--- config.mk ---
export PLATFORM = sky130hd
export DESIGN_NAME = fifo_diag_and_mac_status
export DESIGN_NICKNAME = d
export VERILOG_FILES = /design/src/lan_diag_pkg.sv /design/src/fifo_ram_selftest.sv /design/src/rx_fifo_monitor.sv /design/src/fifo_diag_and_mac_status.sv
export SDC_FILE = /design/constraint.sdc
export NUM_CORES = 1
export LEC_CHECK = 0
export BUFFER_PORTS_ARGS = -buffer_cell sky130_fd_sc_hd__buf_2
export CORE_MARGIN = 3
export CORE_UTILIZATION = 45
export CTS_CLUSTER_DIAMETER = 60
export DETAILED_ROUTE_END_ITERATION = 6
export HOLD_SLACK_MARGIN = 0.03
export MAX_ROUTING_LAYER = met4
export PLACE_DENSITY = 0.65
export SYNTH_ARGS = -nofsm -noshare
export SYNTH_HDL_FRONTEND = slang
export SYNTH_SLANG_ARGS = --single-unit
--- constraint.sdc ---
create_clock -name clk_in -period 7.3 [get_ports clk_in]
set_input_delay 0.365 -clock clk_in [delete_from_list [all_inputs] [get_ports clk_in]]
set_output_delay 0.365 -clock clk_in [all_outputs]
set_load 0.02 [all_outputs]
--- src/lan_diag_pkg.sv ---
// Constants shared by the FIFO diagnostic and controller status logic
package lan_diag_pkg;

   // ****************************************
   // Register decode
   // ****************************************
   localparam logic [2:0] DIAG_WINDOW = 3'h4;
   localparam logic [3:0] FIFO_DIAGNOSTIC_OFFSET = 4'h4;
   localparam logic [3:0] MAC_CORE_STATUS_OFFSET = 4'h8;

   // ****************************************
   // Field positions of fifo_diagnostic
   // ****************************************
   localparam int RX_PACKET_ACTIVE_BIT = 15;
   localparam int RX_READ_UNDERRUN_BIT = 13;
   localparam int RX_STATUS_FULL_BIT = 12;
   localparam int RX_FIFO_FULL_BIT = 11;
   localparam int TX_FIFO_OVERFLOW_BIT = 10;
   localparam int RX_SELFTEST_ENABLE_BIT = 7;
   localparam int RX_SELFTEST_FORCE_FAIL_BIT = 6;
   localparam int RX_SELFTEST_FAILED_BIT = 5;
   localparam int RX_SELFTEST_DONE_BIT = 4;
   localparam int TX_SELFTEST_ENABLE_BIT = 3;
   localparam int TX_SELFTEST_FORCE_FAIL_BIT = 2;
   localparam int TX_SELFTEST_FAILED_BIT = 1;
   localparam int TX_SELFTEST_DONE_BIT = 0;

   // ****************************************
   // Field positions of mac_core_status
   // ****************************************
   localparam int MAC_TX_STATUS_LSB = 8;
   localparam int MAC_RX_STATUS_LSB = 1;
   localparam int RX_TEST_ENABLE_BIT = 0;

   // ****************************************
   // Reset values
   // ****************************************
   localparam logic [15:0] FIFO_DIAGNOSTIC_RESET = 16'h0000;
   localparam logic RX_TEST_ENABLE_RESET = 1'b0;

   // ****************************************
   // Receive FIFO limits and timing
   // ****************************************
   localparam int RX_PACKET_LIMIT = 8;
   localparam int RX_FIFO_BYTES = 2048;
   localparam int RX_FULL_RELEASE_BYTES = 4;
   localparam int CLK_KHZ = 25000;
   localparam int SELFTEST_TIME_MS = 500;
   localparam int SELFTEST_CYCLES = SELFTEST_TIME_MS * CLK_KHZ;

endpackage

--- src/fifo_ram_selftest.sv ---
// Built-in self-test sequencer with its own RAM under test
`timescale 1ns/1ns
module fifo_ram_selftest #(
   parameter int DEPTH = 64,
   parameter int WIDTH = 8,
   parameter int RUN_CYCLES = lan_diag_pkg::SELFTEST_CYCLES
) (
   input wire logic clk_in,
   input wire logic reset_n_in,
   input wire logic enable_in,
   input wire logic force_fail_in,
   output logic done_out,
   output logic failed_out
);
   initial begin
      if (DEPTH < 2 || WIDTH < 1 || RUN_CYCLES < 3 * DEPTH + 1) begin
         $error("fifo_ram_selftest: unusable parameters");
      end
   end

   typedef enum logic [5:0] {
      ST_IDLE = 6'b000001,
      ST_FILL = 6'b000010,
      ST_CHK0 = 6'b000100,
      ST_CHK1 = 6'b001000,
      ST_WAIT = 6'b010000,
      ST_DONE = 6'b100000
   } bist_state_type;

   bist_state_type state_q;
   logic [WIDTH-1:0] mem [DEPTH];
   logic [$clog2(DEPTH)-1:0] addr_q;
   logic [31:0] cycles_q;
   logic last_addr;
   logic [WIDTH-1:0] rd_data;
   logic enable_prev_q;

   assign last_addr = (addr_q == ($clog2(DEPTH))'(DEPTH - 1));
   assign rd_data = mem[addr_q];

   // ****************************************
   // March: write zeros, check and flip, check ones
   // ****************************************
   always_ff @(posedge clk_in) begin
      unique case (state_q)
         ST_FILL: mem[addr_q] <= '0;
         ST_CHK0: mem[addr_q] <= '1;
         ST_CHK1: mem[addr_q] <= '0;
         default: ;
      endcase
   end

   always_ff @(posedge clk_in) begin
      if (!reset_n_in || !enable_in) begin
         state_q <= ST_IDLE;
         addr_q <= '0;
         cycles_q <= '0;
      end else begin
         cycles_q <= (state_q == ST_IDLE) ? 32'h0000_0000 : cycles_q + 32'h0000_0001;
         unique case (state_q)
            ST_IDLE: state_q <= ST_FILL;
            ST_FILL, ST_CHK0, ST_CHK1: begin
               addr_q <= last_addr ? '0 : addr_q + 1'b1;
               if (last_addr) begin
                  state_q <= (state_q == ST_FILL) ? ST_CHK0 :
                             (state_q == ST_CHK0) ? ST_CHK1 : ST_WAIT;
               end
            end
            ST_WAIT: begin
               if (cycles_q >= 32'(RUN_CYCLES - 1)) begin
                  state_q <= ST_DONE;
               end
            end
            ST_DONE: state_q <= ST_DONE;
         endcase
      end
   end

   // ****************************************
   // Result flags
   // ****************************************
   always_ff @(posedge clk_in) begin
      if (!reset_n_in || !enable_in) begin
         done_out <= 1'b0;
      end else begin
         done_out <= (state_q == ST_DONE);
      end
   end

   // Only reset or the fall of enable clears fail, so a forced fail sticks
   always_ff @(posedge clk_in) begin
      if (!reset_n_in) begin
         enable_prev_q <= 1'b0;
      end else begin
         enable_prev_q <= enable_in;
      end
   end

   always_ff @(posedge clk_in) begin
      if (!reset_n_in) begin
         failed_out <= 1'b0;
      end else if (force_fail_in) begin
         failed_out <= 1'b1;
      end else if (enable_prev_q && !enable_in) begin
         failed_out <= 1'b0;
      end else if ((state_q == ST_CHK0 && rd_data != '0) ||
                   (state_q == ST_CHK1 && rd_data != '1)) begin
         failed_out <= 1'b1;
      end
   end
endmodule

--- src/rx_fifo_monitor.sv ---
// Receive FIFO occupancy and packet count watcher
`timescale 1ns/1ns
module rx_fifo_monitor #(
   parameter int FIFO_BYTES = lan_diag_pkg::RX_FIFO_BYTES,
   parameter int PACKET_LIMIT = lan_diag_pkg::RX_PACKET_LIMIT,
   parameter int RELEASE_BYTES = lan_diag_pkg::RX_FULL_RELEASE_BYTES
) (
   input wire logic clk_in,
   input wire logic reset_n_in,
   input wire logic flush_in,
   input wire logic byte_wr_in,
   input wire logic byte_rd_in,
   input wire logic pkt_end_in,
   input wire logic pkt_pop_in,
   output logic status_full_out,
   output logic fifo_full_out
);
   initial begin
      if (PACKET_LIMIT < 1 || RELEASE_BYTES < 1 || RELEASE_BYTES >= FIFO_BYTES) begin
         $error("rx_fifo_monitor: unusable parameters");
      end
   end

   localparam int BW = $clog2(FIFO_BYTES + 1);
   localparam int PW = $clog2(PACKET_LIMIT + 1);

   logic [BW-1:0] bytes_q;
   logic [PW-1:0] pkts_q;
   logic wr_ok;
   logic rd_ok;

   assign wr_ok = byte_wr_in && (bytes_q != BW'(FIFO_BYTES));
   assign rd_ok = byte_rd_in && (bytes_q != '0);

   always_ff @(posedge clk_in) begin
      if (!reset_n_in || flush_in) begin
         bytes_q <= '0;
      end else if (wr_ok && !rd_ok) begin
         bytes_q <= bytes_q + 1'b1;
      end else if (rd_ok && !wr_ok) begin
         bytes_q <= bytes_q - 1'b1;
      end
   end

   always_ff @(posedge clk_in) begin
      if (!reset_n_in || flush_in) begin
         pkts_q <= '0;
      end else if (pkt_end_in && !pkt_pop_in && pkts_q != PW'(PACKET_LIMIT)) begin
         pkts_q <= pkts_q + 1'b1;
      end else if (pkt_pop_in && !pkt_end_in && pkts_q != '0) begin
         pkts_q <= pkts_q - 1'b1;
      end
   end

   // Full holds until a few bytes are drained
   always_ff @(posedge clk_in) begin
      if (!reset_n_in || flush_in) begin
         fifo_full_out <= 1'b0;
      end else if (bytes_q == BW'(FIFO_BYTES)) begin
         fifo_full_out <= 1'b1;
      end else if (bytes_q <= BW'(FIFO_BYTES - RELEASE_BYTES)) begin
         fifo_full_out <= 1'b0;
      end
   end

   assign status_full_out = (pkts_q == PW'(PACKET_LIMIT));
endmodule

--- src/fifo_diag_and_mac_status.sv ---
// FIFO diagnostic and controller status registers of the adapter
//
// Contract
// - Bit 15 shows packet entering receive FIFO
// - Receive underrun sets bit 13, holds, alarms
// - Underrun only on reads past packet end
// - Bit 12 set at eight held packets
// - Bit 11 set when receive FIFO full
// - Transmit overrun sets bit 10, stops transmitter
// - Receive and transmit self-tests run independently
// - Bits 7 and 3 start self-tests
// - Bits 6 and 2 force fail flags
// - Bits 5 and 1 report test failure
// - Bits 4 and 0 report test completion
// - Read-only diagnostic bits clear at reset
// - Status bits 15..8 mirror transmit indications
// - Status bits 7..1 mirror receive indications
// - Status bit 0 read/write, resets zero
// - Diagnostic register at offset 04, window 4
// - Controller status at offset 08, window 4
`timescale 1ns/1ns
module fifo_diag_and_mac_status #(
   parameter int RX_RAM_DEPTH = 64,
   parameter int TX_RAM_DEPTH = 64,
   parameter int RAM_WIDTH = 8,
   parameter int SELFTEST_CYCLES = lan_diag_pkg::SELFTEST_CYCLES,
   parameter int RX_FIFO_BYTES = lan_diag_pkg::RX_FIFO_BYTES,
   parameter int RX_PACKET_LIMIT = lan_diag_pkg::RX_PACKET_LIMIT
) (
   input wire logic clk_in,
   input wire logic reset_n_in,
   // Card I/O port
   input wire logic [2:0] window_in,
   input wire logic [3:0] io_addr_in,
   input wire logic io_rd_in,
   input wire logic io_wr_in,
   input wire logic [15:0] io_wdata_in,
   output logic [15:0] io_rdata_out,
   // Command pulses
   input wire logic rx_reset_cmd_in,
   input wire logic tx_reset_cmd_in,
   input wire logic global_reset_cmd_in,
   // Receive FIFO datapath
   input wire logic rx_pkt_start_in,
   input wire logic rx_byte_wr_in,
   input wire logic rx_pkt_end_in,
   input wire logic rx_byte_rd_in,
   input wire logic rx_pkt_pop_in,
   input wire logic rx_head_complete_in,
   input wire logic rx_head_empty_in,
   output logic rx_accept_out,
   // Transmit FIFO datapath
   input wire logic tx_byte_wr_in,
   input wire logic tx_fifo_at_limit_in,
   output logic tx_enable_out,
   // Controller raw status lines
   input wire logic [7:0] mac_tx_status_in,
   input wire logic [6:0] mac_rx_status_in,
   output logic rx_test_enable_out,
   // Failure alarm toward the interrupt logic
   output logic adapter_failure_out
);
   initial begin
      if (RAM_WIDTH < 1 || RAM_WIDTH > 16 || RX_PACKET_LIMIT < 1) begin
         $error("fifo_diag_and_mac_status: unusable parameters");
      end
      if (RX_RAM_DEPTH < 2 || TX_RAM_DEPTH < 2) begin
         $error("fifo_diag_and_mac_status: self-test RAM too shallow");
      end
      if (SELFTEST_CYCLES <= 3 * RX_RAM_DEPTH || SELFTEST_CYCLES <= 3 * TX_RAM_DEPTH) begin
         $error("fifo_diag_and_mac_status: self-test time too short");
      end
      if (RX_FIFO_BYTES <= lan_diag_pkg::RX_FULL_RELEASE_BYTES) begin
         $error("fifo_diag_and_mac_status: receive FIFO too small");
      end
   end

   // ****************************************
   // Address decode
   // ****************************************
   logic in_window;
   logic sel_diag;
   logic sel_status;
   logic wr_diag;
   logic wr_status;

   assign in_window = (window_in == lan_diag_pkg::DIAG_WINDOW);
   assign sel_diag = in_window && (io_addr_in == lan_diag_pkg::FIFO_DIAGNOSTIC_OFFSET);
   assign sel_status = in_window && (io_addr_in == lan_diag_pkg::MAC_CORE_STATUS_OFFSET);
   assign wr_diag = io_wr_in && sel_diag;
   assign wr_status = io_wr_in && sel_status;

   // ****************************************
   // Reset commands
   // ****************************************

   logic rx_flush;
   logic tx_flush;

   assign rx_flush = rx_reset_cmd_in || global_reset_cmd_in;
   assign tx_flush = tx_reset_cmd_in || global_reset_cmd_in;

   // ****************************************
   // Receive condition flags
   // ****************************************
   logic rx_packet_active_q;
   logic rx_read_underrun_q;
   logic rx_status_full;
   logic rx_fifo_full;
   logic rx_underrun_event;

   rx_fifo_monitor #(
      .FIFO_BYTES(RX_FIFO_BYTES),
      .PACKET_LIMIT(RX_PACKET_LIMIT),
      .RELEASE_BYTES(lan_diag_pkg::RX_FULL_RELEASE_BYTES)
   ) u_rx_monitor (
      .clk_in(clk_in),
      .reset_n_in(reset_n_in),
      .flush_in(rx_flush),
      .byte_wr_in(rx_byte_wr_in),
      .byte_rd_in(rx_byte_rd_in),
      .pkt_end_in(rx_pkt_end_in),
      .pkt_pop_in(rx_pkt_pop_in),
      .status_full_out(rx_status_full),
      .fifo_full_out(rx_fifo_full)
   );

   // ****************************************
   // Packet acceptance and activity
   // ****************************************

   // New packets refused while either full flag stands
   assign rx_accept_out = !rx_status_full && !rx_fifo_full;

   always_ff @(posedge clk_in) begin
      if (!reset_n_in || rx_flush) begin
         rx_packet_active_q <= 1'b0;
      end else if (rx_pkt_start_in && rx_accept_out) begin
         rx_packet_active_q <= 1'b1;
      end else if (rx_pkt_end_in) begin
         rx_packet_active_q <= 1'b0;
      end
   end

   // ****************************************
   // Receive underrun
   // ****************************************

   // Reading an incomplete head packet gives bad data, no flag
   assign rx_underrun_event = rx_byte_rd_in && rx_head_complete_in && rx_head_empty_in;

   always_ff @(posedge clk_in) begin
      if (!reset_n_in) begin
         rx_read_underrun_q <= 1'b0;
      end else if (rx_underrun_event) begin
         rx_read_underrun_q <= 1'b1;
      end else if (rx_flush) begin
         rx_read_underrun_q <= 1'b0;
      end
   end

   // ****************************************
   // Transmit overflow
   // ****************************************
   logic tx_fifo_overflow_q;
   logic tx_overflow_event;

   assign tx_overflow_event = tx_byte_wr_in && tx_fifo_at_limit_in;

   always_ff @(posedge clk_in) begin
      if (!reset_n_in) begin
         tx_fifo_overflow_q <= 1'b0;
      end else if (tx_overflow_event) begin
         tx_fifo_overflow_q <= 1'b1;
      end else if (tx_flush) begin
         tx_fifo_overflow_q <= 1'b0;
      end
   end

   // ****************************************
   // Transmit enable and alarm
   // ****************************************

   assign tx_enable_out = !tx_fifo_overflow_q;
   assign adapter_failure_out = rx_read_underrun_q || tx_fifo_overflow_q;

   // ****************************************
   // Self-test control
   // ****************************************
   logic rx_selftest_enable_q;
   logic tx_selftest_enable_q;
   logic rx_force_pulse;
   logic tx_force_pulse;
   logic rx_selftest_done;
   logic rx_selftest_failed;
   logic tx_selftest_done;
   logic tx_selftest_failed;

   // Enables are held levels; writing zero stops and clears a test
   always_ff @(posedge clk_in) begin
      if (!reset_n_in || global_reset_cmd_in) begin
         rx_selftest_enable_q <= 1'b0;
         tx_selftest_enable_q <= 1'b0;
      end else if (wr_diag) begin
         rx_selftest_enable_q <= io_wdata_in[lan_diag_pkg::RX_SELFTEST_ENABLE_BIT];
         tx_selftest_enable_q <= io_wdata_in[lan_diag_pkg::TX_SELFTEST_ENABLE_BIT];
      end
   end

   assign rx_force_pulse = wr_diag && io_wdata_in[lan_diag_pkg::RX_SELFTEST_FORCE_FAIL_BIT];
   assign tx_force_pulse = wr_diag && io_wdata_in[lan_diag_pkg::TX_SELFTEST_FORCE_FAIL_BIT];

   // ****************************************
   // Receive RAM self-test
   // ****************************************

   fifo_ram_selftest #(
      .DEPTH(RX_RAM_DEPTH),
      .WIDTH(RAM_WIDTH),
      .RUN_CYCLES(SELFTEST_CYCLES)
   ) u_rx_selftest (
      .clk_in(clk_in),
      .reset_n_in(reset_n_in),
      .enable_in(rx_selftest_enable_q),
      .force_fail_in(rx_force_pulse),
      .done_out(rx_selftest_done),
      .failed_out(rx_selftest_failed)
   );

   // ****************************************
   // Transmit RAM self-test
   // ****************************************

   fifo_ram_selftest #(
      .DEPTH(TX_RAM_DEPTH),
      .WIDTH(RAM_WIDTH),
      .RUN_CYCLES(SELFTEST_CYCLES)
   ) u_tx_selftest (
      .clk_in(clk_in),
      .reset_n_in(reset_n_in),
      .enable_in(tx_selftest_enable_q),
      .force_fail_in(tx_force_pulse),
      .done_out(tx_selftest_done),
      .failed_out(tx_selftest_failed)
   );

   // ****************************************
   // Controller status test bit
   // ****************************************
   logic rx_test_enable_q;

   always_ff @(posedge clk_in) begin
      if (!reset_n_in) begin
         rx_test_enable_q <= lan_diag_pkg::RX_TEST_ENABLE_RESET;
      end else if (wr_status) begin
         rx_test_enable_q <= io_wdata_in[lan_diag_pkg::RX_TEST_ENABLE_BIT];
      end
   end

   assign rx_test_enable_out = rx_test_enable_q;

   // ****************************************
   // Read data
   // ****************************************
   logic [15:0] diag_view;
   logic [15:0] status_view;

   always_comb begin
      diag_view = lan_diag_pkg::FIFO_DIAGNOSTIC_RESET;
      diag_view[lan_diag_pkg::RX_PACKET_ACTIVE_BIT] = rx_packet_active_q;
      diag_view[lan_diag_pkg::RX_READ_UNDERRUN_BIT] = rx_read_underrun_q;
      diag_view[lan_diag_pkg::RX_STATUS_FULL_BIT] = rx_status_full;
      diag_view[lan_diag_pkg::RX_FIFO_FULL_BIT] = rx_fifo_full;
      diag_view[lan_diag_pkg::TX_FIFO_OVERFLOW_BIT] = tx_fifo_overflow_q;
      diag_view[lan_diag_pkg::RX_SELFTEST_FAILED_BIT] = rx_selftest_failed;
      diag_view[lan_diag_pkg::RX_SELFTEST_DONE_BIT] = rx_selftest_done;
      diag_view[lan_diag_pkg::TX_SELFTEST_FAILED_BIT] = tx_selftest_failed;
      diag_view[lan_diag_pkg::TX_SELFTEST_DONE_BIT] = tx_selftest_done;
   end

   // ****************************************
   // Controller status view
   // ****************************************

   always_comb begin
      status_view = 16'h0000;
      status_view[lan_diag_pkg::MAC_TX_STATUS_LSB +: 8] = mac_tx_status_in;
      status_view[lan_diag_pkg::MAC_RX_STATUS_LSB +: 7] = mac_rx_status_in;
      status_view[lan_diag_pkg::RX_TEST_ENABLE_BIT] = rx_test_enable_q;
   end

   // ****************************************
   // Register read port
   // ****************************************

   // Unmapped offsets and other windows read as zero
   always_ff @(posedge clk_in) begin
      if (!reset_n_in) begin
         io_rdata_out <= 16'h0000;
      end else if (io_rd_in && sel_diag) begin
         io_rdata_out <= diag_view;
      end else if (io_rd_in && sel_status) begin
         io_rdata_out <= status_view;
      end else begin
         io_rdata_out <= 16'h0000;
      end
   end
endmodule

# After elaboration in Yosys (flattened, before gate mapping)
# Memories as Yosys holds them, arrays and structs flattened. A register that Yosys moved wholly into a read port is not among the register bits.
# Index checks and enable logic that the tools add are counted.
[totals]
register_bits = 133
latchBits = 0
ramBits = 1024
mem_bits_ro = 0
out_inout_bits = 20
word_cells = 186
mem_count = 2
[memory_table]
columns = ["name", "depth", "word_bits", "read_ports", "rd_clocked_by_memory_dff", "wr", "line", "rtl"]
rows = [
  ["u_rx_selftest.mem", 64, 8, 1, 1, 1, "fifo_ram_selftest.sv:31", "logic [WIDTH-1:0] mem [DEPTH];"],
  ["u_tx_selftest.mem", 64, 8, 1, 1, 1, "fifo_ram_selftest.sv:31", ""],
]
[op_classes]
add_sub_neg = 8
mul = 0
div_mod_pow = 0
n_lt_le_gt_ge = 3
n_eq_ne = 27
shift = 0
muxes = 52
bitwise = 6
reduce_logical = 65
[ops]
columns = ["op", "n"]
rows = [
  ["$mux W6", 12],
  ["$add A32 B1 Y32 const B", 2],
  ["$ge A32 B24 Y1 const B", 2],
  ["$pmux W6 S4", 2],
  ["$mux W16", 2],
  ["$mux W8", 4],
  ["$logic_and A1 B1 Y1", 27],
  ["$mux W1", 26],
  ["$eq A6 B6 Y1 const B", 4],
  ["$mux W12", 2],
  ["$ne A8 B8 Y1 const B", 2],
  ["$reduce_bool A8 Y1", 2],
  ["$add A12 B1 Y12 const B", 1],
  ["$add A6 B1 Y6 const B", 2],
  ["$eq A12 B12 Y1 const B", 1],
  ["$eq A6 B1 Y1 const B", 2],
  ["$eq A6 B2 Y1 const B", 2],
  ["$eq A6 B3 Y1 const B", 2],
  ["$eq A6 B4 Y1 const B", 2],
  ["$eq A6 B5 Y1 const B", 2],
  ["$le A12 B11 Y1 const B", 1],
  ["$ne A12 B12 Y1 const B", 1],
  ["$reduce_bool A12 Y1", 1],
  ["$reduce_bool A2 Y1", 6],
  ["19 further kinds", 51],
]

# Depth between registers and ports, before layout
[logic_depth]
word_depth = 6
depth_mapped = 15
depth_no_buf = 15

# By module
# From an unflattened synthesis, not the netlist that was laid out.
[unflattened]
cells_unflattened = 1200
hier_area_um2 = 12582.1
[modules_own_cells]
columns = ["module", "n_inst", "cells_each", "area_per_inst_um2", "seq_area_each_um2"]
rows = [
  ["fifo_ram_selftest (u_rx_selftest)", 1, 476, 5230.0, 2982.9],
  ["fifo_ram_selftest (u_tx_selftest)", 1, 484, 5185.0, 2982.9],
  ["rx_fifo_monitor", 1, 157, 1330.0, 340.3],
  ["fifo_diag_and_mac_status", 1, 83, 837.1, 440.4],
]

# Worst setup path after synthesis
# No wires, ideal clock.
[synth_timing]
kind = "flip-flop to flip-flop"
from = "register u_tx_selftest.state_q[5]"
to = "memory u_tx_selftest.mem[0][6], data pin"
t_arrival_ns = 4.635
required_ns = 6.341
setup_slack_ns = 1.707
stages_incl_launch_ff = 3
synth_period_minus_slack_ns = 5.593
cell_sequence = "dfxtp_1 -> or3_1 -> nor4b_1"
[synth_via]
elab_chain_cells = 5
word_cells_on_any_way = 8
cone_classes = "2 x eq/ne; 6 x mux"
[synth_rtl]
columns = ["element", "line", "rtl"]
rows = [
  ["start: declaration", "fifo_ram_selftest.sv:30", "bist_state_type state_q;"],
  ["start signal: assignment", "fifo_ram_selftest.sv:65", "state_q <= (state_q == ST_FILL) ? ST_CHK0 :"],
  ["$eq A6 B3 Y1", "fifo_ram_selftest.sv:45", "unique case (state_q)"],
  ["$mux W1", "fifo_ram_selftest.sv:45", ""],
  ["$mux W1 (not written as such)", "fifo_ram_selftest.sv:47", "ST_CHK0: mem[addr_q] <= '1;"],
  ["$mux W8 (no line)", "n/a", ""],
  ["$mux W8 (no line) *", "n/a", ""],
  ["end: declaration", "fifo_ram_selftest.sv:31", ""],
]
# Mark *: on every way between the ends. The rest lies on a longest branch, timed or not.

# Worst setup path in the final report
[layout_timing]
from = "register u_rx_monitor.bytes_q[0]"
to = "register u_rx_monitor.bytes_q[11]"
[layout_via]
elab_chain_cells = 5
word_cells_on_any_way = 13
cone_classes = "2 x add/sub; 1 x eq/ne; 2 x mux; 8 x reduce/logical"
[layout_rtl]
columns = ["element", "line", "rtl"]
rows = [
  ["start: declaration", "rx_fifo_monitor.sv:27", "logic [BW-1:0] bytes_q;"],
  ["start signal: assignment", "rx_fifo_monitor.sv:39", "bytes_q <= bytes_q + 1'b1;"],
  ["start signal: assignment", "rx_fifo_monitor.sv:41", "bytes_q <= bytes_q - 1'b1;"],
  ["parallel branches: the longest is 5 deep, another holds $sub A12 B1 Y12", "n/a", ""],
]
# Parallel ways; which one is timed is not known. The select of a mux whose other input is x is not followed.
# A chain may end at the register's enable or synchronous reset.

==> impl_metrics.prom <==
# TYPE chip_impl_metric gauge
chip_impl_info{name="outcome",value="complete, no violations"} 1
chip_impl_metric{name="p_sw",unit="mW"} 0.678
chip_impl_metric{name="yosys_reg_bits",unit=""} 273
chip_impl_metric{name="worst_clock_skew",unit="ns"} 0.0244
chip_impl_metric{name="worst_pin_slew",unit="ns"} 1.16
chip_impl_info{name="endpoint_kind_of_the_worst_setup_timing_path",value="flip-flop"} 1
chip_impl_metric{name="syn-mean-instance-area",unit="µm²"} 10.5
chip_impl_metric{name="cp.arrival",unit="ns"} 4.45
chip_impl_metric{name="cap_violations",unit=""} 0
chip_impl_metric{name="synth-warning-count",unit=""} 0
chip_impl_metric{name="final_setup_violation_count",unit=""} 0
chip_impl_metric{name="fin_setup_tns",unit="ns"} 0
chip_impl_metric{name="fmax",unit="MHz"} 250
chip_impl_metric{name="final.setup.worst_slack",unit="ns"} 3.29
chip_impl_metric{name="synth_fp_nets",unit=""} 1242
chip_impl_metric{name="final_design_area_no_fill",unit="µm²"} 13900
chip_impl_metric{name="rows",unit=""} 59
chip_impl_metric{name="grt_start_max_net_pins",unit=""} 68
chip_impl_metric{name="place_area",unit="µm²"} 12900
chip_impl_metric{name="path_clk_slew",unit="ns"} 0.06
chip_impl_metric{name="antenna_violations_before_repair",unit=""} 0
chip_impl_metric{name="n_antenna_cell",unit=""} 0
chip_impl_metric{name="final_cell_count_no_fill",unit=""} 1579
chip_impl_metric{name="finalCoreUtilization",unit="%"} 52.5
chip_impl_metric{name="place.gp.congestion",unit=""} 0.804
chip_impl_metric{name="design.die.area",unit="µm²"} 29400
chip_impl_metric{name="global_route.overflow_total",unit=""} 0
chip_impl_metric{name="die_height",unit="µm"} 171
chip_impl_metric{name="fillerInstances",unit=""} 2342
chip_impl_metric{name="design.core.area",unit="µm²"} 26500
chip_impl_info{name="cp_cell_sequence",value="nor4_1 -> nand2_1 -> nor4_1 -> a21boi_0 -> ha_1 -> inv_1 -> ha_1 -> a21o_1 -> a221oi_1 -> o22ai_1 -> a311o_1 -> nand2_1 -> a211o_1 -> nand3_1"} 1
chip_impl_info{name="timing.hold.worst.class",value="in -> reg"} 1
chip_impl_metric{name="detailed_placement_hpwl",unit="µm"} 16200
chip_impl_info{name="timing.critical_path.from_type",value="flip-flop"} 1
chip_impl_metric{name="syn-cell-area",unit="µm²"} 12300
chip_impl_metric{name="cts_hold_buffers",unit=""} 6
chip_impl_metric{name="leakagePower",unit="nW"} 4.30
chip_impl_metric{name="initial_detailed_routing_violation_count",unit=""} 671
chip_impl_metric{name="route.antenna.remaining_nets",unit=""} 0
chip_impl_metric{name="via_per_instance_ratio",unit=""} 5.47
chip_impl_metric{name="power.share.combinational",unit="%"} 4.3
chip_impl_metric{name="critical_path_required",unit="ns"} 7.74
chip_impl_metric{name="h_tree_depth",unit=""} 1
chip_impl_metric{name="synth-edff-count",unit=""} 128
chip_impl_metric{name="top_level_ports",unit=""} 74
chip_impl_metric{name="clockBufferDepth",unit=""} 3
chip_impl_metric{name="fp.dieW",unit="µm"} 171
chip_impl_metric{name="path_max_fanout",unit=""} 14
chip_impl_info{name="root_buffer",value="clkbuf_16"} 1
chip_impl_metric{name="first_global_vias",unit=""} 8104
chip_impl_metric{name="finalHoldViolations",unit=""} 0
chip_impl_metric{name="wl",unit="µm"} 25200
chip_impl_metric{name="synthCells",unit=""} 1168
chip_impl_metric{name="final-max-slew-violation-count",unit=""} 0
chip_impl_metric{name="io_buffer_count",unit=""} 62
chip_impl_metric{name="worst_skew_pair.late_latency",unit="ns"} 0.55
chip_impl_metric{name="routed_wl_per_cell",unit="µm"} 16.0
chip_impl_metric{name="drt-pass1-iter-count",unit=""} 5
chip_impl_metric{name="switching_share",unit="%"} 20.9
chip_impl_metric{name="power_per_cell_area",unit="nW/µm²"} 233
chip_impl_metric{name="cts_setup_buffers",unit=""} 0
chip_impl_metric{name="fin_total_pwr",unit="mW"} 3.24
chip_impl_metric{name="async_flop_share",unit="%"} 0
chip_impl_info{name="setup_repair_after_global_routing_missed_its_margin",value="false"} 1
chip_impl_info{name="synth_top_flop_cell",value="dfxtp_1"} 1
chip_impl_metric{name="cts-resized-gates",unit=""} 0
chip_impl_metric{name="power.share.clock",unit="%"} 46.4
chip_impl_metric{name="synth_seq_area_share",unit="%"} 54.8
chip_impl_metric{name="worst_slew_margin_rel",unit="%"} 22.3
chip_impl_metric{name="post_synth_num_cell_types",unit=""} 73
chip_impl_metric{name="dpl.cell_count",unit=""} 1517
chip_impl_info{name="critical_path_top_delay_cell",value="a221oi_1"} 1
chip_impl_metric{name="clock-sinks",unit=""} 273
chip_impl_info{name="cp_top_family",value="compound AO/OA/AOI/OAI gates"} 1
chip_impl_metric{name="post-route-drc-count",unit=""} 0
chip_impl_metric{name="finalHoldWorstSlack",unit="ns"} 0.0499
chip_impl_metric{name="peakVddDrop",unit="V"} 0.000181
chip_impl_metric{name="pre_cts_slack",unit="ns"} 3.29
chip_impl_metric{name="fin_crit",unit="ns"} 4.01
chip_impl_metric{name="numCtsBuffers",unit=""} 30
chip_impl_metric{name="period_share",unit="%"} 54.9
chip_impl_info{name="tritoncts",value="yes"} 1
chip_impl_metric{name="nNetsFinal",unit=""} 1294
chip_impl_metric{name="max_stage_delay",unit="ns"} 0.48
chip_impl_metric{name="fraction_of_final_layout_cells_sized_beyond_drive_strength_1",unit="%"} 12.9
chip_impl_metric{name="global_route_wire_length_before_repair",unit="µm"} 41200
chip_impl_metric{name="floorplan.initialDensity",unit="%"} 46.5
chip_impl_metric{name="detailroute.via_count",unit=""} 8634
chip_impl_info{name="timing.setup.critical_path_class",value="reg -> reg"} 1
chip_impl_metric{name="critPathBufInv",unit=""} 1
chip_impl_metric{name="area_delta_synth_final",unit="%"} 13.1
chip_impl_metric{name="internal_power_contribution",unit="mW"} 2.56
chip_impl_metric{name="part_of_the_power_in_registers",unit="%"} 49.4
chip_impl_metric{name="grt_use_total",unit="%"} 17.6
[registers in the layout, indices dropped and copies added (netlist names), named ones only]
| name | flops |
|---|---|
| rx_selftest_enable_q | 1 |
| u_tx_selftest.done_out | 1 |
| u_tx_selftest.mem | 64 |
| u_rx_selftest.failed_out | 1 |
| u_rx_selftest.enable_prev_q | 1 |
| tx_selftest_enable_q | 1 |
| u_rx_monitor.bytes_q | 12 |
| u_rx_selftest.state_q | 6 |
| u_rx_selftest.done_out | 1 |
| u_tx_selftest.state_q | 6 |
| u_rx_monitor.pkts_q | 4 |
| u_rx_selftest.cycles_q | 32 |
| u_tx_selftest.failed_out | 1 |
| u_rx_monitor.fifo_full_out | 1 |
| u_tx_selftest.cycles_q | 32 |
| rx_test_enable_out | 1 |
| io_rdata_out | 16 |
| u_rx_selftest.mem | 64 |
| tx_fifo_overflow_q | 1 |
| u_tx_selftest.enable_prev_q | 1 |
| u_tx_selftest.addr_q | 6 |
| rx_packet_active_q | 1 |
| rx_read_underrun_q | 1 |
| u_rx_selftest.addr_q | 6 |
[placed cells by master (no fill, tap or decap), drive strengths merged, types with 24 or more instances in the layout]
cell type / Yosys / final
buf: 18 / 66
nor2: 254 / 254
clkbuf: 34 / 52
nor2b: 27 / 27
a21oi: 27 / 27
xor2: 50 / 50
inv: 22 / 24
xnor2: 24 / 24
dfxtp: 145 / 145
edfxtp: 128 / 128
nand3: 42 / 42
nand2: 65 / 65
[routing by layer]
| metal | vias to the layer above | share of wire [%] | GRT usage [%] |
|---|---|---|---|
| met5 | - | 0 | - |
| met3 | 36 | 4.6 | 2.67 |
| met4 | 0 | 2.1 | 4.93 |
| met2 | 194 | 46 | 27.5 |
| met1 | 4121 | 48 | 24.1 |
| li1 | 4283 | - | - |
[worst reg2reg max path, delay by kind of cell, from the launching register on]
kind,cells,cell delay (ns)
and+or+nand+nor,5,0.93
adders and majority gates,2,0.64
AOI/OAI and AO/OA,6,1.59
buffers and inverters,1,0.38
DFF,1,0.35
[logic make-up after synthesis]
logic type	count (synthesis)	share of synthesized area, %
fa+ha+maj	20	2.15
buf+inv	74	2.47
compound gates	122	6.80
xor+xnor	74	5.26
flops	273	54.8
simple gates	550	21.9
mux	55	6.66
[cell type report]
cell class / instances / area [µm²] / share of cell area, %
clock buffer: 52 / 945 / 6.78
clock inverter: 4 / 63.8 / 0.458
inverter: 22 / 82.6 / 0.593
multi-input combinational: 821 / 5270 / 37.8
sequential: 273 / 6750 / 48.5
tap: 335 / 419 / 3.01
timing repair buffer: 72 / 400 / 2.88
[final timing paths]
kind	from	end	slack (ns)	depth (start not counted)
worst max register to register	u_rx_monitor.bytes_q[0]$_SDFFE_PP0P_	u_rx_monitor.bytes_q[11]$_SDFFE_PP0P_	3.29	14
worst max-delay path	u_rx_monitor.bytes_q[0]$_SDFFE_PP0P_	u_rx_monitor.bytes_q[11]$_SDFFE_PP0P_	3.29	14
worst min-delay path	io_wdata_in[3]	tx_selftest_enable_q$_SDFFE_PP0P_	0.05	3
worst min register to register	u_tx_selftest.cycles_q[0]$_SDFF_PP0_	u_tx_selftest.cycles_q[0]$_SDFF_PP0_	0.46	1
[Yosys cell counts, types with 19 or more instances]
library cell	count	share of area (%)
nand2b_1	19	0.97
xor2_1	50	3.6
mux2i_1	20	1.6
a21oi_1	26	1.1
nand2_1	65	2.0
nor2_1	254	7.7
edfxtp_1	128	31
and3_1	20	1.0
xnor2_1	24	1.7
nor2b_1	27	1.4
clkbuf_1	33	1.0
nand3_1	42	1.7
dfxtp_1	145	24
inv_1	22	0.67
[power by group through the flow]
stage	logic, mW	registers, mW	clock network [mW]
floorplan	0.104	1.63	0
global placement	0.133	1.63	0
detailed placement	0.136	1.63	0
CTS	0.139	1.60	1.54
global route	0.159	1.60	1.61
finish	0.139	1.60	1.50
Note: power is estimated with default switching activity, not from simulation.
